==> src/rtl/pdc_pkg.sv <==
`default_nettype none
package pdc_pkg;

  // Instruction codes decoded by the power-down block
  localparam logic [7:0] OPC_CLOCK_GATE      = 8'h01;
  localparam logic [7:0] OPC_OSC_STOP        = 8'h82;
  localparam logic [7:0] OPC_PORT_FLOAT      = 8'hA2;
  localparam logic [7:0] OPC_ALL_FLOAT       = 8'hC2;
  // Release code is not fixed by the pin-level behaviour; plain default
  localparam logic [7:0] OPC_FLOAT_REL_DEF   = 8'hE2;

  // Address-latch strobes a wake level must be held for
  localparam int         WAKE_ALE_COUNT      = 2;
  localparam int         STROBE_CNT_W        = 4;

  // Port 2 lanes that float in external-program mode; the low nibble keeps running
  localparam logic [7:0] P2_FLOAT_EXT        = 8'hF0;
  localparam logic [7:0] P2_FLOAT_ALL        = 8'hFF;
  localparam logic [7:0] P1_FLOAT_ALL        = 8'hFF;
  localparam logic [7:0] PORT_DRIVE_ALL      = 8'h00;

  typedef enum logic [3:0] {
    PDC_RUN      = 4'b0001,
    PDC_GATED    = 4'b0010,
    PDC_OSC_STOP = 4'b0100,
    PDC_WAKE     = 4'b1000
  } pdc_state_t;

  typedef enum logic [1:0] {
    PDC_FL_NONE = 2'h0,
    PDC_FL_PORT = 2'h1,
    PDC_FL_ALL  = 2'h2
  } pdc_float_mode_t;

  // One bit per pin group, one per pin on ports 1 and 2; high means the pin is released to Hi-Z
  typedef struct packed {
    logic       ale;
    logic       psen;
    logic       prog;
    logic       wr;
    logic       pd;
    logic       t0_out;
    logic [7:0] p1;
    logic [7:0] p2;
    logic       bus_port;
  } pdc_float_t;

  localparam pdc_float_t FLOAT_NONE = '0;

endpackage : pdc_pkg
`default_nettype wire

==> src/rtl/pdc_top.sv <==
`timescale 1ns/10ps
`default_nettype none
// Behaviour
// - Oscillator-stop opcode halts oscillator and CPU
// - Clock-gate opcode halts core, oscillator keeps running
// - Clock-gate exit resumes with no stabilisation wait
// - Float opcodes release port or all pins
// - Release opcode, interrupt low, reset low end floating
// - Any clock mode combines with any float
// - Step input pulls down while oscillator stopped
// - Decode 01H, 82H, A2H, C2H opcodes
// - Wake level held two strobes restarts CPU
// - External mode keeps bus, port-2 low nibble
module pdc_top #(
  parameter logic [7:0] FLOAT_REL_OPCODE = pdc_pkg::OPC_FLOAT_REL_DEF,
  parameter int         WAKE_STROBES     = pdc_pkg::WAKE_ALE_COUNT
) (
  // Clock and reset
  input  wire logic               clk_sys,
  input  wire logic               rst_n,
  // Instruction execute strobe from the core
  input  wire logic               instr_exec,
  input  wire logic [7:0]         instr_opcode,
  // Core status
  input  wire logic               ext_prog_mode,
  input  wire logic               int_enabled,
  input  wire logic               in_int_service,
  // Wake pins, address-latch strobe, supply-pin power-down
  input  wire logic               int_pin_n,
  input  wire logic               reset_pin_n,
  input  wire logic               ale_strobe,
  input  wire logic               supply_pd,
  // Clock control
  output logic                    osc_run,
  output logic                    core_clk_en,
  output logic                    cpu_hold,
  // Pin control
  output pdc_pkg::pdc_float_t     pin_float,
  output logic                    ss_pull_down,
  // Wake actions, one-cycle pulses
  output logic                    wake_take_int,
  output logic                    wake_resume,
  output logic                    wake_reset
);
  import pdc_pkg::*;

  initial begin
    if (WAKE_STROBES < 1 || WAKE_STROBES >= (1 << STROBE_CNT_W)) begin
      $error("pdc_top: WAKE_STROBES out of range");
    end
  end

  pdc_state_t      state_ff;
  pdc_state_t      nxt_state;
  pdc_state_t      sleep_mode_ff;
  pdc_state_t      nxt_sleep_mode;
  pdc_float_mode_t float_mode_ff;
  pdc_float_mode_t nxt_float_mode;
  pdc_float_t      nxt_pin_float;

  logic osc_run_ff;
  logic core_clk_en_ff;
  logic cpu_hold_ff;
  logic ss_pull_down_ff;
  logic wake_take_int_ff;
  logic wake_resume_ff;
  logic wake_reset_ff;

  // Opcode decode, only while the core is actually executing
  wire running      = (state_ff == PDC_RUN);
  wire exec_ok      = instr_exec && running;
  wire dec_gate     = exec_ok && (instr_opcode == OPC_CLOCK_GATE);
  wire dec_stop     = exec_ok && (instr_opcode == OPC_OSC_STOP);
  wire dec_pfloat   = exec_ok && (instr_opcode == OPC_PORT_FLOAT);
  wire dec_afloat   = exec_ok && (instr_opcode == OPC_ALL_FLOAT);
  wire dec_release  = exec_ok && (instr_opcode == FLOAT_REL_OPCODE);

  // Wake sources are level sensitive
  wire int_low      = !int_pin_n;
  wire rst_low      = !reset_pin_n;
  wire wake_low     = int_low || rst_low;
  wire asleep       = (state_ff == PDC_GATED) || (state_ff == PDC_OSC_STOP);
  wire waking       = (state_ff == PDC_WAKE);

  // Strobe count restarts whenever the level goes away
  wire strobes_done;
  wire cnt_clear    = !waking || !wake_low;

  pdc_strobe_cnt #(
    .W      (STROBE_CNT_W),
    .TARGET (WAKE_STROBES)
  ) u_wake_cnt (
    .clk_sys (clk_sys),
    .rst_n   (rst_n),
    .clear   (cnt_clear),
    .strobe  (ale_strobe),
    .reached (strobes_done)
  );

  wire wake_done    = waking && wake_low && strobes_done;
  wire wake_abort   = waking && !wake_low;

  // Clock mode sequencing
  always_comb begin
    nxt_state      = state_ff;
    nxt_sleep_mode = sleep_mode_ff;
    case (state_ff)
      PDC_RUN: begin
        if (dec_stop) begin
          nxt_state      = PDC_OSC_STOP;
          nxt_sleep_mode = PDC_OSC_STOP;
        end else if (dec_gate) begin
          nxt_state      = PDC_GATED;
          nxt_sleep_mode = PDC_GATED;
        end
      end
      PDC_GATED, PDC_OSC_STOP: begin
        if (wake_low) begin
          nxt_state = PDC_WAKE;
        end
      end
      PDC_WAKE: begin
        if (wake_done) begin
          // No stabilisation delay; the oscillator never stopped in gated
          // mode, and after a stop the step-pin capacitor holds the core
          nxt_state = PDC_RUN;
        end else if (wake_abort) begin
          // Level left too early: fall back into the mode we came from
          nxt_state = sleep_mode_ff;
        end
      end
      default: begin
        nxt_state = PDC_RUN;
      end
    endcase
  end

  // Float mode; any cancel source wins over a new float opcode
  wire float_cancel = dec_release || int_low || rst_low;
  assign nxt_float_mode = float_cancel ? PDC_FL_NONE :
                          dec_afloat   ? PDC_FL_ALL  :
                          dec_pfloat   ? PDC_FL_PORT :
                          float_mode_ff;

  // Pin groups per float mode and program mode
  wire any_float    = (nxt_float_mode != PDC_FL_NONE);
  wire all_float    = (nxt_float_mode == PDC_FL_ALL);
  wire int_prog     = !ext_prog_mode;

  always_comb begin
    nxt_pin_float          = FLOAT_NONE;
    nxt_pin_float.p1       = any_float ? P1_FLOAT_ALL : PORT_DRIVE_ALL;
    nxt_pin_float.p2       = !any_float    ? PORT_DRIVE_ALL :
                             ext_prog_mode ? P2_FLOAT_EXT :
                                             P2_FLOAT_ALL;
    nxt_pin_float.bus_port = any_float && int_prog;
    nxt_pin_float.ale      = all_float && int_prog;
    nxt_pin_float.psen     = all_float && int_prog;
    nxt_pin_float.prog     = all_float;
    nxt_pin_float.wr       = all_float;
    nxt_pin_float.pd       = all_float;
    nxt_pin_float.t0_out   = all_float;
  end

  // Clock and hold controls follow the next state so they line up with it
  wire nxt_osc_run  = (nxt_state != PDC_OSC_STOP);
  wire nxt_core_en  = (nxt_state == PDC_RUN) ||
                      (nxt_state == PDC_WAKE);
  wire nxt_hold     = (nxt_state != PDC_RUN);
  wire nxt_ss_pd    = (nxt_state == PDC_OSC_STOP) || supply_pd;

  // Wake action: reset pin outranks the interrupt pin
  wire act_reset    = wake_done && rst_low;
  wire act_int      = wake_done && !rst_low && int_enabled &&
                      !in_int_service;
  wire act_resume   = wake_done && !rst_low &&
                      !(int_enabled && !in_int_service);

  always_ff @(posedge clk_sys or negedge rst_n) begin
    if (!rst_n) begin
      state_ff      <= PDC_RUN;
      sleep_mode_ff <= PDC_GATED;
      float_mode_ff <= PDC_FL_NONE;
    end else begin
      state_ff      <= nxt_state;
      sleep_mode_ff <= nxt_sleep_mode;
      float_mode_ff <= nxt_float_mode;
    end
  end

  always_ff @(posedge clk_sys or negedge rst_n) begin
    if (!rst_n) begin
      pin_float       <= FLOAT_NONE;
      osc_run_ff      <= 1'b1;
      core_clk_en_ff  <= 1'b1;
      cpu_hold_ff     <= 1'b0;
      ss_pull_down_ff <= 1'b0;
    end else begin
      pin_float       <= nxt_pin_float;
      osc_run_ff      <= nxt_osc_run;
      core_clk_en_ff  <= nxt_core_en;
      cpu_hold_ff     <= nxt_hold;
      ss_pull_down_ff <= nxt_ss_pd;
    end
  end

  always_ff @(posedge clk_sys or negedge rst_n) begin
    if (!rst_n) begin
      wake_take_int_ff <= 1'b0;
      wake_resume_ff   <= 1'b0;
      wake_reset_ff    <= 1'b0;
    end else begin
      wake_take_int_ff <= act_int;
      wake_resume_ff   <= act_resume;
      wake_reset_ff    <= act_reset;
    end
  end

  assign osc_run       = osc_run_ff;
  assign core_clk_en   = core_clk_en_ff;
  assign cpu_hold      = cpu_hold_ff;
  assign ss_pull_down  = ss_pull_down_ff;
  assign wake_take_int = wake_take_int_ff;
  assign wake_resume   = wake_resume_ff;
  assign wake_reset    = wake_reset_ff;

endmodule : pdc_top
`default_nettype wire

==> src/rtl/pdc_strobe_cnt.sv <==
`timescale 1ns/10ps
`default_nettype none
module pdc_strobe_cnt #(
  parameter int W      = 4,
  parameter int TARGET = 2
) (
  // Clock and reset
  input  wire logic clk_sys,
  input  wire logic rst_n,
  // Control
  input  wire logic clear,
  input  wire logic strobe,
  // Status
  output logic      reached
);

  initial begin
    if (TARGET < 1 || TARGET >= (1 << W)) begin
      $error("pdc_strobe_cnt: TARGET does not fit counter width");
    end
  end

  localparam logic [W-1:0] TGT = W'(TARGET);

  logic [W-1:0] cnt_ff;
  logic [W-1:0] nxt_cnt;

  // Saturates so a long-held wake level never wraps back below target
  assign nxt_cnt = clear                  ? '0 :
                   (strobe && cnt_ff != TGT) ? cnt_ff + W'(1) : cnt_ff;
  assign reached = (cnt_ff == TGT);

  always_ff @(posedge clk_sys or negedge rst_n) begin
    if (!rst_n) begin
      cnt_ff <= '0;
    end else begin
      cnt_ff <= nxt_cnt;
    end
  end

endmodule : pdc_strobe_cnt
`default_nettype wire

==> config.mk <==
export PLATFORM = sky130hd
export DESIGN_NAME = pdc_top
export DESIGN_NICKNAME = d
export VERILOG_FILES = /design/src/rtl/pdc_pkg.sv /design/src/rtl/pdc_top.sv /design/src/rtl/pdc_strobe_cnt.sv
export SDC_FILE = /design/constraint.sdc
export NUM_CORES = 1
export LEC_CHECK = 0
export BUFFER_PORTS_ARGS = -buffer_cell sky130_fd_sc_hd__buf_2
export CAP_MARGIN = 30
export CORE_MARGIN = 2
export CORE_UTILIZATION = 39
export DETAILED_ROUTE_END_ITERATION = 16
export PLACE_DENSITY = 0.63
export SYNTH_ARGS = -nofsm -noshare
export SYNTH_HDL_FRONTEND = slang
export SYNTH_SLANG_ARGS = --single-unit
==> constraint.sdc <==
create_clock -name clk_sys -period 4.32 [get_ports clk_sys]
set_clock_uncertainty 0.2 [all_clocks]
set_input_delay 0.432 -clock clk_sys [delete_from_list [all_inputs] [get_ports clk_sys]]
set_output_delay 0.432 -clock clk_sys [all_outputs]
set_load 0.05 [all_outputs]
==> flow_summary.ini <==
[timing]
post-route-min-period_ps = 1844
setup_total_negative_slack_ps = 0
slew-limit-headroom_pct = 61.65
achievable-frequency_mhz = 542.2
rsz0062_at_grt = false
finalSetupViolCount = 0
period_utilisation_layout_pct = 42.70
worst_hold_slack_ps = 99.47
report.final.hold_viol_count = 0
max_slew_violations = 0
setup_ws_ps = 2476
timing_worst_slew_pin_value_ps = 560.7

[detailed_routing]
vias = 894
drt-initial-drc-count = 10
postRouteWirelength_um = 2153
post_drt_wl_per_cell_um = 11.10
vias_per_cell = 4.608
number_of_antenna_violating_nets_in_the_routed_design = 0
drc = 0
drtPass1Iterations = 4

[placed_design]
globalplace.congestion = 0.8099
dpl_worst_slack_ps = 2372
dpl-instance-area_um2 = 1386
io_buffers = 47
cell_count_after_placement = 189
final_hpwl_dp_um = 1688

[floorplanning]
die-area_um2 = 3653
initial_core_util_pct = 40.70
die_y_um = 60.44
number_of_top_level_design_ports = 48
coreArea_um2 = 3053
width_of_the_die_um = 60.44
placementRows = 20

[worst_setup_path]
worst_r2r_startpoint = u_wake_cnt.cnt_ff[0]
crit_chain = inv_1 > ha_1 > or3b_2 > nand3_1 > xor2_1 > nor2_1
timing.critical_path.slowest_stage_cell = sky130_fd_sc_hd__or3b_2
crit_buf_inv = 1
timing.critical_path.from_type = register
worst-r2r-setup-slack_ps = 2480
cp.arrival_ps = 1850
timing.critical_path.fanout_max = 7
timing.setup.critical_path_class = register to register
worst_r2r_endpoint = u_wake_cnt.cnt_ff[2]
crit_path_end_kind = register
critical-path-top-delay-family = simple AND/OR/NAND/NOR gates
worst-r2r-cell-count = 6
timing.critical_path.required_ps = 4320
crit_path_max_incr_delay_ps = 520

[pwr]
comb_power_share_pct = 8.0
power-per-cell-area_nw_per_um2 = 243.6
power_switching_uw = 83.58
pwr-share-seq_pct = 63.2
ir_worst_vdd_mv = 0.09882
clock_power_share_pct = 28.8
report.power.total_uw = 346.9
internal_power_uw = 263.3
leakage_nw = 0.7404
power.share.switching_pct = 24.10

[finish]
finalInstanceArea_um2 = 1424
postLayoutCoreUtil_pct = 46.64
final_net_count = 171
drive_gt1_share_pct = 44.67
final_cell_count_no_fill = 194
areaGrowthSynthToFinish_pct = 14.60
n_antenna_cell = 0

[hold_path]
holdPathEnd = pin_float[21]
min-delay-path-class = input pin to register
worstHoldStart = ext_prog_mode
holdPathStages = 2

[synthesis]
synth_sequential_area_ratio_pct = 46.73
edff_count_synth = 0
synthesis.instances = 118
dominantRegCellSynth = sky130_fd_sc_hd__dfrtp_1
ys_warn_count = 0
synth_top_cell_area_share_pct = 38.27
syn_avg_cell_area_um2 = 10.53
synth_fp_nets = 138
count_of_distinct_cell_types_in_the_synthesized_netlist = 39
post_synth_instance_area_um2 = 1242
most_area_hungry_cell_type_in_the_yosys_netlist = sky130_fd_sc_hd__dfrtp_1
synth.top_cells.by_area = sky130_fd_sc_hd__dfrtp_1 38%, sky130_fd_sc_hd__buf_4 11%, sky130_fd_sc_hd__dfstp_2 8.5%
synth-async-reset-ratio_pct = 100.0
synth_top_cells_by_count = 19 x sky130_fd_sc_hd__buf_4, 19 x sky130_fd_sc_hd__dfrtp_1, 8 x sky130_fd_sc_hd__nand2_1
flops_latches_synth = 23

[cts]
numClockSinks = 23
cts.repair_timing.setup_buffer_count = 0
numCtsBuffers = 3
clk_latency_ps = 310
cts_tree = done
cts.htree.levels = 1
clkSlewWorstSetupHoldPaths_ps = 130
cts.root.buffer_cell = sky130_fd_sc_hd__clkbuf_4
clock_path_buffers = 2

[flow_run]
max_cap_violations = 0

[status]
outcome = finished clean

[global_routing]
grt_pass1_wl_um = 3712
gr-total-overflow = 0
grt_start_max_net_pins = 24
number_of_global_route_vias_before_repair = 859
antenna_found_initial = 0
grt_util_all_layers_pct = 13.54
## sequential cells by signal (all words and copies together) (netlist names)
name               count
cpu_hold               1
float_mode_ff          2
osc_run                1
sleep_mode_ff          2
core_clk_en            1
u_wake_cnt.cnt_ff      4
ss_pull_down           1
pin_float              4
wake_take_int          1
wake_reset             1
state_ff               4
wake_resume            1
## what timing repair did
action | in CTS | in global routing
gates resized for setup | 0 | 0
endpoints found under the hold margin | 19 | 0
setup endpoints to repair | 0 | 0
hold buffers | 1 | 0
## cell usage in the layout, fill, tap and decap left out, types with 2 or more instances in the layout
| cell | netlist | layout |
|---|---|---|
| sky130_fd_sc_hd__nor2b_1 | 3 | 3 |
| sky130_fd_sc_hd__a21oi_1 | 6 | 6 |
| sky130_fd_sc_hd__or2_2 | 2 | 2 |
| sky130_fd_sc_hd__nand4_1 | 3 | 3 |
| sky130_fd_sc_hd__nand2_1 | 8 | 8 |
| sky130_fd_sc_hd__dfrtp_1 | 19 | 19 |
| sky130_fd_sc_hd__nand2b_1 | 5 | 5 |
| sky130_fd_sc_hd__xor2_1 | 2 | 2 |
| sky130_fd_sc_hd__clkbuf_4 | 0 | 3 |
| sky130_fd_sc_hd__nor3_1 | 4 | 4 |
| sky130_fd_sc_hd__nor3b_1 | 2 | 2 |
| sky130_fd_sc_hd__o21ai_0 | 2 | 2 |
| sky130_fd_sc_hd__ha_1 | 2 | 2 |
| sky130_fd_sc_hd__nor4_1 | 2 | 2 |
| sky130_fd_sc_hd__inv_1 | 3 | 3 |
| sky130_fd_sc_hd__nor2_1 | 6 | 6 |
| sky130_fd_sc_hd__nand3b_1 | 2 | 2 |
| sky130_fd_sc_hd__nor4_2 | 2 | 2 |
| sky130_fd_sc_hd__xnor2_1 | 2 | 2 |
| sky130_fd_sc_hd__buf_2 | 0 | 47 |
| sky130_fd_sc_hd__dfstp_2 | 4 | 4 |
| sky130_fd_sc_hd__o21a_1 | 2 | 2 |
## cells by family after synthesis
| group | count (synthesis) | synth area share, % |
|---|---|---|
| flops | 23 | 46.73 |
| simple gates | 49 | 25.58 |
| compound gates | 17 | 10.17 |
| fa+ha+maj | 2 | 2.014 |
| xor+xnor | 4 | 2.820 |
| buf+inv | 23 | 12.69 |
## cell type report
type	count	area (um^2)
multi-input combinational	72	504.2
fill	317	1629
clock buffer	3	22.52
inverter	3	11.26
timing repair buffer	48	245.2
tap	44	55.05
clock inverter	1	5.005
sequential	23	580.6
## power groups by stage
stage	combinational, mW	sequential [mW]	clock [mW]
floorplan	0.00976	0.225	0
global placement	0.0273	0.223	0
detailed placement	0.0276	0.223	0
CTS	0.0284	0.219	0.103
global route	0.0312	0.220	0.114
finish	0.0276	0.219	0.0999
## worst max-delay path by stage
stage / startpoint / end / depth (start not counted)
after global placement: instr_opcode[3] / ss_pull_down / 5
final: u_wake_cnt.cnt_ff[0] / u_wake_cnt.cnt_ff[2] / 6
after CTS: state_ff[3] / ss_pull_down / 4
after floorplan: u_wake_cnt.cnt_ff[0] / state_ff[3] / 6
after detailed placement: instr_opcode[3] / ss_pull_down / 5
after global routing: state_ff[3] / wake_resume / 4
## layer usage
metal  track usage (%)  wire length (um)
met1             16.89               969
met2             22.67              1034
met3             2.559               109
met4             6.522                40
met5                 0                 0
Note: power is estimated with default switching activity, not from simulation.
